<file path="src/hdl/serial_slave_pkg.sv">
// Purpose: shared constants and types for the two-wire slave port with alert output
// Assumes: 20 MHz system clock, bus clock well below a quarter of it
// Notes: address prefixes select the sensor or the storage function
`default_nettype none
package serial_slave_pkg;
  localparam logic [3:0] SENSOR_PREFIX = 4'h9;   // 1001
  localparam logic [3:0] STORE_PREFIX = 4'hA;    // 1010
  localparam int STRAP_W = 3;
  localparam logic [2:0] LAST_BIT = 3'h7;        // index of eighth bit in a byte
  localparam logic [2:0] CNT_RST = 3'h0;
  localparam logic [7:0] BYTE_RST = 8'h00;
  localparam logic [1:0] SYNC_RST = 2'h3;        // idle bus reads high
  localparam logic STRAP_PIN_RST = 1'b0;         // pulled-down strap level

  typedef enum logic [2:0] {
    ST_IDLE = 3'h0,
    ST_ADDR = 3'h1,
    ST_ADDR_END = 3'h2,
    ST_ADDR_ACK = 3'h3,
    ST_WRITE = 3'h4,
    ST_WRITE_END = 3'h5,
    ST_READ = 3'h6,
    ST_READ_ACK = 3'h7
  } link_state_t;
endpackage
`default_nettype wire

</file>
<file path="src/hdl/alert_output.sv">
// Purpose: alert pin logic with interrupt and comparator modes and polarity
// Assumes: limit flags come from logic on the same clock
// Notes: drives only an output enable; the pin is open drain
`default_nettype none
module alert_output (
  // clock and reset
  input wire logic ref_clk_in,
  input wire logic rstn_in,
  // limit state and configuration
  input wire logic over_high_in,
  input wire logic under_low_in,
  input wire logic alarm_mode_select_in,
  input wire logic alert_polarity_select_in,
  input wire logic read_clear_in,
  // pin
  output logic alert_oe_out
);
  import serial_slave_pkg::*;

  typedef struct packed {
    logic limit_prev;
    logic latched;
    logic oe;
  } alert_state_t;

  alert_state_t st;
  alert_state_t next_st;
  logic beyond;
  logic active;

  // limit crossing detection and mode choice
  always_comb begin
    next_st = st;
    beyond = over_high_in | under_low_in;
    next_st.limit_prev = beyond;
    // set wins over a read clear in the same cycle
    if (beyond && !st.limit_prev) begin
      next_st.latched = 1'b1;
    end else if (read_clear_in) begin
      next_st.latched = 1'b0;
    end
    active = alarm_mode_select_in ? st.latched : beyond;
    // active-low pulls the pin; active-high releases it to the pull-up
    next_st.oe = alert_polarity_select_in ? ~active : active;
  end

  always_ff @(posedge ref_clk_in) begin
    if (!rstn_in) begin
      st <= '{limit_prev: 1'b0, latched: 1'b0, oe: 1'b0};
    end else begin
      st <= next_st;
    end
  end

  assign alert_oe_out = st.oe;
endmodule // alert_output
`default_nettype wire

</file>
<file path="src/hdl/serial_slave_pins_alert.sv">
// Purpose: two-wire serial slave port of a sensor device, with strapped address and alert pin
// Assumes: bus clock and data come from pins and are synchronised to ref_clk_in
// Notes: byte data is exchanged with the device core on plain user ports
// How it works
// - data bits are sampled at bus clock rising edges and driven only after falling edges.
// - the data line is only pulled low or released, never driven high.
// - the alert pin is asserted when the temperature is past a limit, open drain only.
// - a mode bit chooses between interrupt and comparator alert behaviour.
// - the alert is active low after reset and active high when the polarity bit is set.
// - the low three address bits come from the three strap pins.
// - a floating strap reads as zero, so straps should be tied to a fixed level.
// - the upper address nibble is 1001 for the sensor and 1010 for the storage function.
// - a matching address byte is acknowledged, a mismatch is ignored and the port idles.
`default_nettype none
module serial_slave_pins_alert (
  // clock and reset
  input wire logic ref_clk_in,
  input wire logic rstn_in,
  // bus pins
  input wire logic scl_in,
  input wire logic sda_in,
  output logic sda_out,
  output logic sda_oe_out,
  // address straps
  input wire logic [serial_slave_pkg::STRAP_W-1:0] addr_strap_inputs_in,
  // alert pin and its configuration
  input wire logic alarm_mode_select_in,
  input wire logic alert_polarity_select_in,
  input wire logic over_high_in,
  input wire logic under_low_in,
  output logic alert_out,
  output logic alert_oe_out,
  // user side
  input wire logic [7:0] tx_data_in,
  output logic [7:0] rx_data_out,
  output logic rx_valid_out,
  output logic tx_load_out,
  output logic addr_match_out,
  output logic store_sel_out,
  output logic read_mode_out
);
  import serial_slave_pkg::*;

  typedef struct packed {
    logic [1:0] scl_sync;
    logic [1:0] sda_sync;
    logic [2:0] strap_a;
    logic [2:0] strap_b;
    logic scl_prev;
    logic sda_prev;
    link_state_t state;
    logic [2:0] cnt;
    logic [7:0] shift;
    logic master_nack;
    logic sda_oe;
    logic sda_o;
    logic [7:0] rx_data;
    logic rx_valid;
    logic tx_load;
    logic match;
    logic store_sel;
    logic rd;
    logic read_clear;
    logic alert_o;
  } port_state_t;

  port_state_t st;
  port_state_t next_st;
  logic scl_s;
  logic sda_s;
  logic scl_rise;
  logic scl_fall;
  logic start_seen;
  logic stop_seen;
  logic [3:0] prefix;
  logic hit_sensor;
  logic hit_store;
  logic alert_oe_int;

  // second sync stage feeds all logic; first stage is read by the second alone
  assign scl_s = st.scl_sync[1];
  assign sda_s = st.sda_sync[1];
  assign scl_rise = scl_s & ~st.scl_prev;
  assign scl_fall = ~scl_s & st.scl_prev;
  assign start_seen = scl_s & st.scl_prev & st.sda_prev & ~sda_s;
  assign stop_seen = scl_s & st.scl_prev & ~st.sda_prev & sda_s;
  // byte is {address[6:0], rw}: the fixed nibble sits in the top four bits
  assign prefix = st.shift[7:4];
  assign hit_sensor = (prefix == SENSOR_PREFIX);
  assign hit_store = (prefix == STORE_PREFIX);

  always_comb begin
    next_st = st;
    next_st.scl_sync = {st.scl_sync[0], scl_in};
    next_st.sda_sync = {st.sda_sync[0], sda_in};
    // three strap bits, two flops each before use
    next_st.strap_a = addr_strap_inputs_in;
    next_st.strap_b = st.strap_a;
    next_st.scl_prev = scl_s;
    next_st.sda_prev = sda_s;
    next_st.rx_valid = 1'b0;
    next_st.tx_load = 1'b0;
    next_st.read_clear = 1'b0;
    next_st.sda_o = 1'b0;                          // never drive high
    next_st.alert_o = 1'b0;                        // alert is open drain too
    if (stop_seen) begin
      next_st.state = ST_IDLE;
      next_st.sda_oe = 1'b0;
      next_st.match = 1'b0;
    end else if (start_seen) begin
      // repeated start restarts the address phase
      next_st.state = ST_ADDR;
      next_st.cnt = CNT_RST;
      next_st.sda_oe = 1'b0;
      next_st.match = 1'b0;
    end else begin
      case (st.state)
        ST_IDLE: begin
          next_st.sda_oe = 1'b0;
        end
        ST_ADDR: begin
          if (scl_rise) begin
            next_st.shift = {st.shift[6:0], sda_s};
            next_st.cnt = st.cnt + 3'h1;
            if (st.cnt == LAST_BIT) begin
              next_st.state = ST_ADDR_END;
            end
          end
        end
        ST_ADDR_END: begin
          if (scl_fall) begin
            // compare all seven address bits, straps in the low three
            if ((hit_sensor || hit_store) && st.shift[3:1] == st.strap_b) begin
              next_st.sda_oe = 1'b1;                 // ack after falling edge
              next_st.state = ST_ADDR_ACK;
              next_st.match = 1'b1;
              next_st.store_sel = hit_store;
              next_st.rd = st.shift[0];
            end else begin
              next_st.state = ST_IDLE;
            end
          end
        end
        ST_ADDR_ACK: begin
          if (scl_fall) begin
            next_st.cnt = CNT_RST;
            if (st.rd) begin
              // first read byte goes out right after the ack clock
              next_st.shift = tx_data_in;
              next_st.tx_load = 1'b1;
              next_st.read_clear = ~st.store_sel;
              next_st.sda_oe = ~tx_data_in[7];
              next_st.state = ST_READ;
            end else begin
              next_st.sda_oe = 1'b0;
              next_st.state = ST_WRITE;
            end
          end
        end
        ST_WRITE: begin
          if (scl_rise) begin
            next_st.shift = {st.shift[6:0], sda_s};
            next_st.cnt = st.cnt + 3'h1;
            if (st.cnt == LAST_BIT) begin
              next_st.state = ST_WRITE_END;
            end
          end
        end
        ST_WRITE_END: begin
          if (scl_fall) begin
            next_st.sda_oe = 1'b1;
            next_st.rx_data = st.shift;
            next_st.rx_valid = 1'b1;
            next_st.state = ST_ADDR_ACK;
            next_st.rd = 1'b0;
          end
        end
        ST_READ: begin
          if (scl_fall) begin
            next_st.cnt = st.cnt + 3'h1;
            if (st.cnt == LAST_BIT) begin
              next_st.sda_oe = 1'b0;                 // release for master ack
              next_st.state = ST_READ_ACK;
            end else begin
              next_st.shift = {st.shift[6:0], 1'b0};
              next_st.sda_oe = ~st.shift[6];
            end
          end
        end
        ST_READ_ACK: begin
          if (scl_rise) begin
            next_st.master_nack = sda_s;
          end else if (scl_fall) begin
            next_st.cnt = CNT_RST;
            if (st.master_nack) begin
              // master is done; stay off the line until stop or start
              next_st.state = ST_IDLE;
            end else begin
              next_st.shift = tx_data_in;
              next_st.tx_load = 1'b1;
              next_st.sda_oe = ~tx_data_in[7];
              next_st.state = ST_READ;
            end
          end
        end
        default: begin
          next_st.state = ST_IDLE;
          next_st.sda_oe = 1'b0;
        end
      endcase
    end
  end

  // single state register; reset values are constants only
  always_ff @(posedge ref_clk_in) begin
    if (!rstn_in) begin
      st <= '{scl_sync: SYNC_RST, sda_sync: SYNC_RST,
              strap_a: {STRAP_W{STRAP_PIN_RST}}, strap_b: {STRAP_W{STRAP_PIN_RST}},
              scl_prev: 1'b1, sda_prev: 1'b1, state: ST_IDLE, cnt: CNT_RST,
              shift: BYTE_RST, master_nack: 1'b0, sda_oe: 1'b0, sda_o: 1'b0,
              rx_data: BYTE_RST, rx_valid: 1'b0, tx_load: 1'b0, match: 1'b0,
              store_sel: 1'b0, rd: 1'b0, read_clear: 1'b0, alert_o: 1'b0};
    end else begin
      st <= next_st;
    end
  end

  // alert pin; a sensor read clears a latched interrupt
  alert_output u_alert (
    .ref_clk_in(ref_clk_in),
    .rstn_in(rstn_in),
    .over_high_in(over_high_in),
    .under_low_in(under_low_in),
    .alarm_mode_select_in(alarm_mode_select_in),
    .alert_polarity_select_in(alert_polarity_select_in),
    .read_clear_in(st.read_clear),
    .alert_oe_out(alert_oe_int)
  );

  assign sda_out = st.sda_o;
  assign sda_oe_out = st.sda_oe;
  assign alert_out = st.alert_o;
  assign alert_oe_out = alert_oe_int;
  assign rx_data_out = st.rx_data;
  assign rx_valid_out = st.rx_valid;
  assign tx_load_out = st.tx_load;
  assign addr_match_out = st.match;
  assign store_sel_out = st.store_sel;
  assign read_mode_out = st.rd;
endmodule // serial_slave_pins_alert
`default_nettype wire

</file>
<file path="config.mk">
export PLATFORM = sky130hd
export DESIGN_NAME = serial_slave_pins_alert
export DESIGN_NICKNAME = d
export VERILOG_FILES = /design/src/hdl/serial_slave_pkg.sv /design/src/hdl/alert_output.sv /design/src/hdl/serial_slave_pins_alert.sv
export SDC_FILE = /design/constraint.sdc
export NUM_CORES = 1
export LEC_CHECK = 0
export ABC_AREA = 0
export BUFFER_PORTS_ARGS = -buffer_cell sky130_fd_sc_hd__buf_2
export CAP_MARGIN = 30
export CELL_PAD_IN_SITES_DETAIL_PLACEMENT = 2
export CELL_PAD_IN_SITES_GLOBAL_PLACEMENT = 2
export CORE_MARGIN = 5
export CORE_UTILIZATION = 30
export DETAILED_ROUTE_END_ITERATION = 12
export PLACE_DENSITY_LB_ADDON = 0.25
export SETUP_SLACK_MARGIN = 0.15
export SYNTH_ARGS = -nofsm -noshare
export SYNTH_HDL_FRONTEND = slang
export SYNTH_HIERARCHICAL = 1
export SYNTH_SLANG_ARGS = --single-unit
</file>
<file path="constraint.sdc">
create_clock -name ref_clk_in -period 1.64 [get_ports ref_clk_in]
set_clock_uncertainty 0.1 [all_clocks]
set_input_delay 0.164 -clock ref_clk_in [delete_from_list [all_inputs] [get_ports ref_clk_in]]
set_output_delay 0.164 -clock ref_clk_in [all_outputs]
set_load 0.05 [all_outputs]
</file>
==> results.md, run 1 <==
* Post-DR vias/cell at between 5 and 6
* Outcome: finished with violations
* Category of the most critical setup path: reg2reg
* Share of synthesized flip-flops with an asynchronous set or reset at 0%
* Die H at around 95 um
* Final setup violating endpoints at 18
* TritonCTS clock tree: done
* CP Capture Point: st[30]
* Net switching share of the total power at 27.08%
* Fraction of final layout cells sized beyond drive strength 1 at about half
* Failing checks: setup timing
* PnR worst setup slack at -0.3606 ns
* Post-synthesis cell type count at 56
* #FFs+latches synth at 45
* TritonCTS Buffers at 5
* Proportion of netlist area held by the largest area contributor at 41.40%
* Static Leak at 1.270 nW
* CP startpoint kind: flip-flop
* Flop pwr share at approximately 54%
* Internal cell power at 1.512 mW
* Antenna diode instance count at 0
* RSZ-0062 raised after global routing: yes
* Upper clock frequency limit at around 0.50 GHz
* Port Buffers at 33
* Mean cell area of the mapped netlist at a little under 9 um2
* Area taken by flip-flops and latches at 924.6 um2
* Count of clock tree sinks at 45
* Type of the tightest min-delay check: in2reg
* Peak fanout along the critical path at 4
* Cells after synthesis at 246
* Vias after detailed routing at between 2000 and 2500
* Most frequently used flop master after synthesis: dfxtp_1
* Global-route total usage across every layer at 17.52%
* Period Utilization, post-route at 122.0%
* Minimum clock period after layout at 2.001 ns
* Data required time of the critical path at 1.77 ns
* CTS clk-pin slew, worst paths at 0.09 ns
* Maximum resistive drop on vdd at 0.3263 mV
* Count of antenna-violating nets left after detailed routing at 0
* Starting density of the core at between 30% and 40%
* Pin slew with the least headroom to its limit at ~0.5 ns
* Die area at 9056 um2
* Number of nets in the final layout at approximately 350
* Floorplan core area at 7176 um2
* Launch point of the critical path: st[26]
* Horizontal die dimension at ~95 um
* Placement Rows at 31
* Clock latency of the later-clocked register in the worst-skew pair at 0.31 ns
* Number of placed instances with taps included at 402
* Proportion of synthesized chip area in sequential cells at 41.40%
* Number of top-level pins at 36
* Power per standard cell area at around 650 nW/um2
* Iteration-0 DRC count of the detailed router at 71
* Hold Vio Cnt, Final at 0
* Number of fill cells in the layout at 791
* Worst reg-to-reg setup slack at -0.36 ns
* Initial antenna violation count at 0
* Number of warnings issued by yosys at 6
* Largest net degree at the start of global routing at 23
* Number of synthesized flops with an enable pin at 0
* DRC errors left at 0
* Number of levels in the clock H-tree at 2
* Average wire per standard cell at slightly below 20 um
* Cell types occupying the most area after synthesis: dfxtp_1, mux2i_1, nand2_1
* Arr. time, crit path at about 2.1 ns
* Placement-stage worst setup slack at -0.3233 ns
* Library cell with the largest summed area after synthesis: dfxtp_1
* Total overflow reported by the global router at 0
* Clock power frac at ~36%
* Wire length of the first global-routing pass at 12.03 mm
* Critical register-to-register path endpoint: st[30]
* Hold-critical path depth at 3
* Netlist Area Pre-Place at between 2000 and 2500 um2
* Switching power at roughly 0.56 mW
* Via count of the first global-routing pass at between 2000 and 2500
* Drt total wl at 8.399 mm
* Number of max-cap violations at 0
* Count of non-filler cells in the finished layout at 431
* Clock root cell: clkbuf_8
* Combinational power share at 10.2%
* Total area of multi-input combinational cells at about 1300 um2
* Worst slew margin relative to its limit at 67.12%
* Detailed Place HPWL at 5.320 mm
* Number of slew-limit violations in the final report at 0
* Total iterations of the first detailed-routing run at 4
* Final estimated routing congestion in global placement at 0.8291
* Path depth of the worst reg2reg path at 8
* P&R area growth vs syn at 47.38%
* Worst Setup End Kind: flip-flop
* Maximum clock path buffer count at 2
* Launching point of the worst reg2reg path: st[26]
[per-layer routing]
metal | up-vias | part of all wire, % | global-route usage (%)
li1 | 1019 | - | -
met1 | 1093 | 45 | 21.78
met3 | 12 | 3.2 | 2.762
met5 | - | 0 | 0
met4 | 0 | 1.3 | 5.529
met2 | 38 | 51 | 30.79
[Yosys cell counts (all sizes together), types with 3 or more instances]
cell,instances
a21oi,10
dfxtp,45
mux2i,12
and2,8
clkbuf,5
nand2b,10
nand3b,3
nand3,11
a311oi,6
o21ai,11
buf,17
inv,5
nor2,28
nor3,4
xnor2,3
or3,4
nand2,27
[power by group through the flow]
stage | Combinational, mW | Sequential (mW) | Clock, mW
after floorplan | 0.0934 | 1.15 | 0
after global placement | 0.166 | 1.15 | 0
after detailed placement | 0.169 | 1.15 | 0
after CTS | 0.190 | 1.13 | 0.762
after global routing | 0.228 | 1.13 | 0.807
final | 0.212 | 1.12 | 0.740
[final cells by class]
| cell class | instances | area share, % |
|---|---|---|
| clock buffer | 5 | 2.146 |
| clock inverter | 3 | 0.6633 |
| inverter | 6 | 0.7023 |
| multi-input combinational | 175 | 41.05 |
| sequential | 45 | 28.83 |
| tap | 99 | 3.863 |
| timing repair buffer | 98 | 22.75 |
[what timing repair did]
item | CTS | global route
cloned | 1 | 0
setup endpoints to repair | 30 | 29
resized for setup | 22 | 33
pin swaps | 14 | 21
setup buffers | 2 | 11
hold buffers | 7 | 0
endpoints found under the hold margin | 7 | 0
[kinds of logic after synthesis]
kind of cell               share of synthesized area [%]
other                                             0.1723
adders and majority gates                          1.150
xor gates and xnor gates                           2.013
buffers and inverters                              7.935
muxes                                              6.038
and+or+nand+nor                                    27.32
AOI/OAI and AO/OA                                  13.97
DFF                                                41.40
[registers in the layout, summed over array words and instances (netlist names)]
name                  count
addr_match_out            1
next_st                   7
prefix                    4
read_mode_out             1
rx_data_out               8
rx_valid_out              1
sda_oe_out                1
st                       17
store_sel_out             1
tx_load_out               1
u_alert/alert_oe_out      1
u_alert/st                2
[per-stage QoR]
step | total power, mW | utilization (%) | hold slack, ns | cell area, um2 | TNS (ns)
global route | 2.160 | 44.69 | 0.01160 | 3207 | -4.766
global placement | 1.315 | 38.20 | 0.2440 | 2741 | -2.524
floorplan | 1.246 | - | 0.1655 | 2256 | -0.1489
finish | 2.074 | 44.69 | 0.006913 | 3207 | -3.572
detailed placement | 1.320 | 38.20 | 0.2535 | 2741 | -4.354
CTS | 2.077 | 41.80 | 0.006606 | 2999 | -2.630
[worst min-delay path by stage]
stage	slack, ns	endpoint	startpoint
6_report	0.007	u_alert/st[2]	over_high_in
5_1_grt	0.01	st[20]	tx_data_in[2]
4_1_cts	0.007	u_alert/st[2]	over_high_in
3_5_place_dp	0.25	next_st[41]	sda_in
3_3_place_gp	0.24	next_st[43]	scl_in
2_1_floorplan	0.17	next_st[41]	sda_in
[critical path, stage by stage (launching register included)]
cell and delay (ns):
dfxtp_2 0.35, ha_4 0.16, ha_4 0.16, buf_6 0.12
nand3b_1 0.17, o22ai_2 0.13, or3_4 0.41, and4b_1 0.19
nor3_1 0.15
[cell usage in the layout, fill, tap and decap left out, types with 3 or more instances in the layout]
master	count
a21oi_1	7
a311oi_1	4
and2_1	7
buf_2	33
buf_4	47
buf_6	9
clkbuf_8	5
dfxtp_1	32
dfxtp_2	10
dfxtp_4	3
dlygate4sd3_1	7
inv_1	3
mux2i_1	11
nand2_1	26
nand2b_1	9
nand3_1	8
nand3b_1	3
nor2_1	17
nor2_2	7
nor2_4	4
o21ai_0	6
o21ai_1	3
(Power assumes the default switching activity.)
==> inputs of run 2 (changes only) <==
--- a/config.mk
+++ b/config.mk
@@ -10,12 +10,12 @@
 export CAP_MARGIN = 30
 export CELL_PAD_IN_SITES_DETAIL_PLACEMENT = 2
 export CELL_PAD_IN_SITES_GLOBAL_PLACEMENT = 2
+export CORE_ASPECT_RATIO = 1.2
 export CORE_MARGIN = 5
 export CORE_UTILIZATION = 30
 export DETAILED_ROUTE_END_ITERATION = 12
-export PLACE_DENSITY_LB_ADDON = 0.25
+export PLACE_DENSITY = 0.78
 export SETUP_SLACK_MARGIN = 0.15
 export SYNTH_ARGS = -nofsm -noshare
 export SYNTH_HDL_FRONTEND = slang
-export SYNTH_HIERARCHICAL = 1
 export SYNTH_SLANG_ARGS = --single-unit
==> run 2 against run 1 <==
Compared with the run above:
- the flow still finishes with violations (setup timing)
- critical endpoint is now st[18]
- highest routed layer unchanged
- fmax increased by 1.3%
- critical path depth is the same
- count of clock-buffer cells in the layout did not move
- clock power is 4.3% lower
==> results.md, run 2 <==
* Outcome: finished with violations (unchanged)
* Failing checks: setup timing (unchanged)
* Switching power at 0.5453 mW (was 0.5616 mW)
* Post-Synth XOR/XNOR Area at 2.478% (was 2.013%)
* Type of the tightest min-delay check: in2reg (unchanged)
* Worst Setup End Kind: flip-flop (unchanged)
* CP Capture Point: st[18] (was st[30])
* Clock latency of the later-clocked register in the worst-skew pair at 0.31 ns (about the same)
* Power per standard cell area at 673.6 nW/um2 (was 646.6 nW/um2)
* Placement-stage worst setup slack at -0.2506 ns (was -0.3233 ns)
* Starting density of the core at 30.94% (was 30.32%)
* Number of top-level pins at 36 (unchanged)
* DRC errors left at 0 (unchanged)
* Most repeated cell in the gate-level netlist after synthesis: dfxtp_1 (unchanged)
* Detailed Place HPWL at 5.002 mm (was 5.320 mm)
* Number of nets in the final layout at 332 (was 352)
* Final setup violating endpoints at 11 (was 18)
* Category of the most critical setup path: reg2reg (unchanged)
* Initial antenna violation count at 1 (was 0)
* Maximum clock path buffer count at 2 (unchanged)
* Count of antenna-violating nets left after detailed routing at 0 (unchanged)
* Period Utilization, post-route at 120.4% (was 122.0%)
* Largest register FFs at 17 (unchanged)
* Area fraction in compound gates after synthesis at 15.63% (was 13.97%)
* Global-route total usage across every layer at 16.71% (was 17.52%)
* RSZ-0062 raised after global routing: yes (unchanged)
* CP startpoint kind: flip-flop (unchanged)
* Largest net degree at the start of global routing at 24 (was 23)
* PnR worst setup slack at -0.3339 ns (was -0.3606 ns)
* Clock power frac at 34.7% (was 35.7%)
* Ranking of synthesized cells by instance count: dfxtp_1, nor2_1, mux2i_1, nand2_1, a21oi_1 (was dfxtp_1, nand2_1, nor2_1, mux2i_1, nand3_1)
* Largest family of logic cells by synthesized area: simple AND/OR/NAND/NOR gates (unchanged)
* Horizontal die dimension at 86.76 um (was 95.17 um)
* Combinational power share at 10.1% (was 10.2%)
* Library cell with the largest summed area after synthesis: dfxtp_1 (unchanged)
* Iteration-0 DRC count of the detailed router at 59 (was 71)
* Peak fanout along the critical path at 14 (was 4)
* Launch point of the critical path: st[27] (was st[26])
* Number of levels in the clock H-tree at 2 (unchanged)
* Leading cell type in the layout, fill and taps excluded: buf_4 (unchanged)
* Final design area excluding fillers at 3027 um2 (was 3207 um2)
* Critical register-to-register path endpoint: st[18] (was st[30])
* Mux cell area share after synthesis at 9.912% (was 6.038%)
* Count of non-filler cells in the finished layout at 399 (was 431)
* Wire length of the first global-routing pass at 11.27 mm (was 12.03 mm)
* Most frequent cells in the layout: buf_4, buf_2, dfxtp_1 (unchanged)
* Proportion of synthesized chip area in sequential cells at 42.48% (was 41.40%)
* Average wire per standard cell at 20.38 um (was 19.49 um)
* Most frequently used flop master after synthesis: dfxtp_1 (unchanged)
* Data required time of the critical path at 1.72 ns (was 1.77 ns)
* Worst stage delay on the critical path at 0.35 ns (was 0.41 ns)
* Maximum resistive drop on vdd at 0.4248 mV (was 0.3263 mV)
* Internal cell power at 1.493 mW (was 1.512 mW)
* Cells after synthesis at 237 (was 246)
* Flop pwr share at 55.1% (was 54.1%)
* Clock root cell: clkbuf_8 (unchanged)
* Die area at 8858 um2 (was 9056 um2)
* Final estimated routing congestion in global placement at 0.7955 (was 0.8291)
* Number of max-cap violations at 0 (unchanged)
* Adder-cell area share of the yosys netlist at 1.180% (was 1.150%)
* Worst reg-to-reg setup slack at -0.33 ns (was -0.36 ns)
* Count of clock tree sinks at 45 (unchanged)
* Final setup TNS at -2.728 ns (was -3.572 ns)
* Final standard cell utilization of the core at 44.16% (was 44.69%)
* Number of slew-limit violations in the final report at 0 (unchanged)
* TritonCTS Buffers at 5 (unchanged)
* Number of synthesized flops with an enable pin at 0 (unchanged)
* Post-DR vias/cell at 5.088 (was 5.016)
* #FFs+latches synth at 45 (unchanged)
* Launching point of the worst reg2reg path: st[27] (was st[26])
* Total iterations of the first detailed-routing run at 4 (unchanged)
* Upper clock frequency limit at 0.5066 GHz (was 0.4999 GHz)
* Instance area after placement at 2655 um2 (was 2741 um2)
* Cells along the critical path: ha_4 > ha_4 > mux2i_1 > mux2i_1 > a211oi_4 > buf_12 > nand4_1 > o211a_1 (was ha_4 > ha_4 > buf_6 > nand3b_1 > o22ai_2 > or3_4 > and4b_1 > nor3_1)
* Drt total wl at 8.130 mm (was 8.399 mm)
* Floorplan core area at 6854 um2 (was 7176 um2)
* Vias after detailed routing at 2030 (was 2162)
* Fraction of final layout cells sized beyond drive strength 1 at 42.44% (was 48.19%)
* Minimum clock period after layout at 1.974 ns (was 2.001 ns)
* Total overflow reported by the global router at 0 (unchanged)
* Netlist Area Pre-Place at 2121 um2 (was 2176 um2)
* Mean cell area of the mapped netlist at 8.948 um2 (was 8.845 um2)
* Path depth of the worst reg2reg path at 8 (unchanged)
* TritonCTS clock tree: done (unchanged)
* Share of synthesized cell area in and, or, nand and nor gates at 20.94% (was 27.31%)
* Crit-path slowest cell: dfxtp_2 (was or3_4)
* Net switching share of the total power at 26.75% (was 27.08%)
* Placement Rows at 33 (was 31)
* Via count of the first global-routing pass at 2174 (was 2341)
* Proportion of netlist area held by the largest area contributor at 42.48% (was 41.40%)
* Number of warnings issued by yosys at 0 (was 6)
* Share of synthesized flip-flops with an asynchronous set or reset at 0% (unchanged)
* Arr. time, crit path at 2.06 ns (was 2.13 ns)
* Hold Vio Cnt, Final at 0 (unchanged)
* Most flops, register: st (unchanged)
* P&R area growth vs syn at 42.71% (was 47.38%)
* Number of placed instances with taps included at 378 (was 402)
* Die H at 102.1 um (was 95.17 um)
* Cell types occupying the most area after synthesis: dfxtp_1, mux2i_1, nor2_1 (was dfxtp_1, mux2i_1, nand2_1)
* Static Leak at 1.222 nW (was 1.270 nW)
* Port Buffers at 33 (unchanged)
* Post-synthesis cell type count at 42 (was 56)
* CTS clk-pin slew, worst paths at 0.10 ns (was 0.09 ns)
run 2: kinds of logic (layout without fill, tap and decap cells):
family,count (synthesis),after routing
and+or+nand+nor,89,89
AOI/OAI and AO/OA,46,46
DFF,45,45
buffers and inverters,27,100
muxes,21,21
xor gates and xnor gates,6,6
adders and majority gates,2,2
other,1,3
run 2: metal layers:
layer  global-route usage [%]  up-vias  part of all wire [%]
met1                    18.22     1013                    40
met4                    6.715        0                   3.8
met3                    2.742       16                   2.1
met2                    31.74       42                    54
met5                        0        -                     0
li1                         -      959                     -
run 2: repair_timing:
item                                    CTS  global route
pin swaps                                 7             9
endpoints found under the setup margin   26            26
cloned                                    1             0
buffers inserted                          1             5
gates resized for setup                  27            23
hold endpoints to repair                  5             1
hold buffers                              5             1
run 2: how the worst min path moves through the flow:
stage	startpoint	endpoint	slack, ns	cells past startpoint
floorplan	rstn_in	next_st[32]	0.14	1
global placement	scl_in	next_st[43]	0.25	2
detailed placement	scl_in	next_st[43]	0.25	2
CTS	over_high_in	u_alert.st[2]	0.006	3
global route	alert_polarity_select_in	u_alert.alert_oe_out	0.06	3
finish	alert_polarity_select_in	u_alert.alert_oe_out	0.02	3
run 2: cell type report:
type                       instances  area [um2]
tap                               87       108.9
sequential                        45       925.9
fill                             761        3827
clock buffer                       5       68.82
clock inverter                     2       13.76
inverter                           5       18.77
multi-input combinational        166        1246
antenna                            1       2.502
timing repair buffer              88       641.9
run 2: power groups by stage:
stage                     Combinational [mW]  Clock [mW]  Sequential (mW)
final                                  0.207       0.708             1.12
after global routing                   0.224       0.776             1.13
after CTS                              0.190       0.716             1.13
after detailed placement               0.172           0             1.15
after global placement                 0.164           0             1.15
after floorplan                       0.0850           0             1.16
run 2: stage by stage:
step / total power, mW / hold WS, ns
floorplan: 1.245 / 0.1370
global placement: 1.314 / 0.2486
detailed placement: 1.324 / 0.2521
CTS: 2.031 / 0.005551
global route: 2.127 / 0.05783
finish: 2.039 / 0.02106
run 2: critical path, delay by kind of cell, from the launching register on:
kind	cells	cell delay [ns]
compound gates	2	0.50
fa+ha+maj	2	0.32
buf+inv	1	0.19
flops	1	0.35
mux	2	0.29
simple gates	1	0.12
==> inputs of run 3 (changes only) <==
--- a/config.mk
+++ b/config.mk
@@ -5,14 +5,14 @@
 export SDC_FILE = /design/constraint.sdc
 export NUM_CORES = 1
 export LEC_CHECK = 0
-export ABC_AREA = 0
+export ABC_AREA = 1
 export BUFFER_PORTS_ARGS = -buffer_cell sky130_fd_sc_hd__buf_2
 export CAP_MARGIN = 30
 export CELL_PAD_IN_SITES_DETAIL_PLACEMENT = 2
 export CELL_PAD_IN_SITES_GLOBAL_PLACEMENT = 2
 export CORE_ASPECT_RATIO = 1.2
 export CORE_MARGIN = 5
-export CORE_UTILIZATION = 30
+export CORE_UTILIZATION = 27
 export DETAILED_ROUTE_END_ITERATION = 12
 export PLACE_DENSITY = 0.78
 export SETUP_SLACK_MARGIN = 0.15
==> run 3 against run 2 <==
Compared with the run above:
- the run still ends with setup timing left
- sequential power up 37%
- core utilization fell by 2.3 points
- clock power up 28%
- worst hold slack got worse by 0.020 ns
- flip-flop and latch count unchanged
- total power increased to 2.8 times the previous value
- cell area grew 7.2%
- critical endpoint is now store_sel_out
- largest power group is now combinational cells
==> results.md, run 3 <==
* Maximum resistive drop on vdd at 0.7110 mV (was 0.4248 mV)
* Final estimated routing congestion in global placement at 0.8988 (was 0.7955)
* Minimum clock period after layout at 1.835 ns (was 1.974 ns)
* Number of nets in the final layout at 418 (was 332)
* Post-DR vias/cell at 4.951 (was 5.088)
* Drt total wl at 9.832 mm (was 8.130 mm)
* TritonCTS clock tree: done (unchanged)
* Static Leak at 1.554 nW (was 1.222 nW)
* Worst reg-to-reg setup slack at -0.20 ns (was -0.33 ns)
* Global-route track usage on met1 at 18.27% (was 18.22%)
* Share of synthesized flip-flops with an asynchronous set or reset at 0% (unchanged)
* Starting density of the core at 27.97% (was 30.94%)
* Post-Route Hold Slack at 0.001145 ns (was 0.02106 ns)
* Global-route total usage across every layer at 17.28% (was 16.71%)
* Largest net degree at the start of global routing at 32 (was 24)
* Total overflow reported by the global router at 0 (unchanged)
* #FFs+latches synth at 45 (unchanged)
* Detailed Place HPWL at 5.323 mm (was 5.002 mm)
* Peak-usage layer in the global routing report: met2 (unchanged)
* Post-synthesis cell type count at 27 (was 42)
* Clock root cell: clkbuf_8 (unchanged)
* Antenna diode instance count at 0 (was 1)
* Proportion of netlist area held by the largest area contributor at 41.55% (was 42.48%)
* Final setup violating endpoints at 11 (unchanged)
* Path depth of the worst reg2reg path at 7 (was 8)
* Category of the most critical setup path: reg2reg (unchanged)
* Upper clock frequency limit at 0.5449 GHz (was 0.5066 GHz)
* Most frequently used flop master after synthesis: dfxtp_1 (unchanged)
* CTS clk-pin slew, worst paths at 0.10 ns (about the same)
* Horizontal die dimension at 91.81 um (was 86.76 um)
* Peak fanout along the critical path at 6 (was 14)
* Proportion of synthesized chip area in sequential cells at 41.55% (was 42.48%)
* Placement Rows at 35 (was 33)
* Final setup TNS at -0.5778 ns (was -2.728 ns)
* Initial antenna violation count at 0 (was 1)
* Via count of the first global-routing pass at 2587 (was 2174)
* Period Utilization, post-route at 111.9% (was 120.4%)
* Die area at 9930 um2 (was 8858 um2)
* Floorplan core area at 7751 um2 (was 6854 um2)
* Number of warnings issued by yosys at 0 (unchanged)
* Maximum clock path buffer count at 2 (unchanged)
* TritonCTS Buffers at 5 (unchanged)
* Cell types occupying the most area after synthesis: dfxtp_1, nand2_1, nor2_1 (was dfxtp_1, mux2i_1, nor2_1)
* Number of levels in the clock H-tree at 2 (unchanged)
* Outcome: finished with violations (unchanged)
* Most repeated cell in the gate-level netlist after synthesis: nand2_1 (was dfxtp_1)
* P&R area growth vs syn at 49.57% (was 42.71%)
* Crit-path slowest cell: dfxtp_4 (was dfxtp_2)
* Critical register-to-register path endpoint: store_sel_out (was st[18])
* Netlist Area Pre-Place at 2168 um2 (was 2121 um2)
* Launching point of the worst reg2reg path: st[29] (was st[27])
* Origin of the worst min-delay path: alert_polarity_select_in (unchanged)
* Worst stage delay on the critical path at 0.41 ns (was 0.35 ns)
* Count of antenna-violating nets left after detailed routing at 0 (unchanged)
* Die H at 108.2 um (was 102.1 um)
* Instance area after placement at 2541 um2 (was 2655 um2)
* Mean cell area of the mapped netlist at 6.692 um2 (was 8.948 um2)
* Fraction of final layout cells sized beyond drive strength 1 at 42.71% (was 42.44%)
* Type of the tightest min-delay check: in2reg (unchanged)
* Number of slew-limit violations in the final report at 0 (unchanged)
* Wire length of the first global-routing pass at 13.30 mm (was 11.27 mm)
* Hold Vio Cnt, Final at 0 (unchanged)
* End point of the most critical hold path: u_alert.alert_oe_out (unchanged)
* Total iterations of the first detailed-routing run at 4 (unchanged)
* Number of synthesized flops with an enable pin at 0 (unchanged)
* Met2 Use GR at 33.00% (was 31.74%)
* Worst Setup End Kind: flip-flop (unchanged)
* Hold-critical path depth at 3 (unchanged)
* Largest register FFs at 17 (unchanged)
* CP startpoint kind: flip-flop (unchanged)
* Met3 demand-to-capacity share in global routing at 3.062% (was 2.742%)
* Placement-stage worst setup slack at -0.1137 ns (was -0.2506 ns)
* Failing checks: setup timing (unchanged)
* Average wire per standard cell at 20.07 um (was 20.38 um)
* Count of clock tree sinks at 45 (unchanged)
* Iteration-0 DRC count of the detailed router at 85 (was 59)
* Number of top-level pins at 36 (unchanged)
* Final design area excluding fillers at 3243 um2 (was 3027 um2)
* Vias after detailed routing at 2426 (was 2030)
* Port Buffers at 33 (unchanged)
* RSZ-0062 raised after global routing: yes (unchanged)
* Most frequent cells in the layout: nand2_1, inv_1, dfxtp_1 (was buf_4, buf_2, dfxtp_1)
* Cells along the critical path: nor2_4 > nand2_2 > inv_2 > nand4_1 > nor2_2 > o21ai_0 > nor2_1 (was ha_4 > ha_4 > mux2i_1 > mux2i_1 > a211oi_4 > buf_12 > nand4_1 > o211a_1)
* Number of max-cap violations at 0 (unchanged)
* Leading cell type in the layout, fill and taps excluded: nand2_1 (was buf_4)
* DRC errors left at 0 (unchanged)
* Ranking of synthesized cells by instance count: nand2_1, nor2_1, dfxtp_1, inv_1, o21ai_0 (was dfxtp_1, nor2_1, mux2i_1, nand2_1, a21oi_1)
* Arr. time, crit path at 1.96 ns (was 2.06 ns)
* Library cell with the largest summed area after synthesis: dfxtp_1 (unchanged)
* PnR worst setup slack at -0.1954 ns (was -0.3339 ns)
* Power per standard cell area at 1779 nW/um2 (was 673.6 nW/um2)
* Cells after synthesis at 324 (was 237)
* Most flops, register: st (unchanged)
* Clock latency of the later-clocked register in the worst-skew pair at 0.32 ns (was 0.31 ns)
* Data required time of the critical path at 1.77 ns (was 1.72 ns)
-- run 3: changes by cell type in the layout (fill, tap and decap cells not counted), moves of 16 or more --
cell | previous run | this run
inv_1 | 5 | 37
mux2i_1 | 19 | 0
nand2_1 | 16 | 66
nand2_2 | 0 | 20
o21ai_0 | 4 | 20
-- run 3: how the worst max path moves through the flow --
stage	from	endpoint	slack, ns	cells past startpoint
floorplan	next_st[33]	prefix[0]	0.15	9
global placement	st[29]	st[29]	-0.07	8
detailed placement	st[29]	prefix[3]	-0.11	9
CTS	st[29]	st[29]	0.04	8
global route	st[29]	store_sel_out	-0.23	7
finish	st[29]	store_sel_out	-0.20	7
-- run 3: cells by family (layout without fill, tap and decap cells) --
logic type | after synthesis | in the layout | synth area share, %
and+or+nand+nor | 172 | 173 | 34.10
buffers and inverters | 61 | 133 | 12.87
DFF | 45 | 45 | 41.55
AOI/OAI and AO/OA | 42 | 42 | 9.752
adders and majority gates | 2 | 2 | 1.154
other | 1 | 2 | 0.1729
xor gates and xnor gates | 1 | 1 | 0.4040
-- run 3: stage by stage --
step	total power, mW	cells	utilization (%)
after floorplan	2.837	325	-
after detailed placement	3.519	458	32.78
after global routing	6.094	490	41.84
final	5.768	490	41.84
after CTS	4.793	480	37.61
after global placement	3.399	458	32.78
-- run 3: timing repair --
action,in CTS,in global routing
resized for setup,38,71
pin swaps,16,32
hold buffers,6,1
hold endpoints to repair,6,1
setup buffers,6,9
gates cloned,2,0
endpoints found under the setup margin,26,28
-- run 3: layer usage --
metal / vias up / part of all wire, %
met2: 48 / 56
met3: 24 / 2.8
li1: 1136 / -
met4: 0 / 3.0
met1: 1218 / 38
met5: - / 0
-- run 3: cell type report --
cell class	count	area, um2
Multi-Input combinational cell	220	1339
Tap cell	92	115.1
Inverter	45	176.4
Clock inverter	2	38.79
Timing Repair Buffer	80	580.6
Fill cell	886	4508
Sequential cell	45	920.9
Clock buffer	6	72.57
-- run 3: report_power, final --
part           switching (mW)  internal (mW)  leakage (nW)
registers               0.225           1.30         0.371
logic                    2.08           1.26          1.13
clock network           0.445          0.459        0.0554
-- run 3: critical path, delay by kind of cell (launching register included) --
kind / cells / cell delay [ns]
buf+inv: 1 / 0.08
compound gates: 1 / 0.16
flops: 1 / 0.41
simple gates: 5 / 0.97
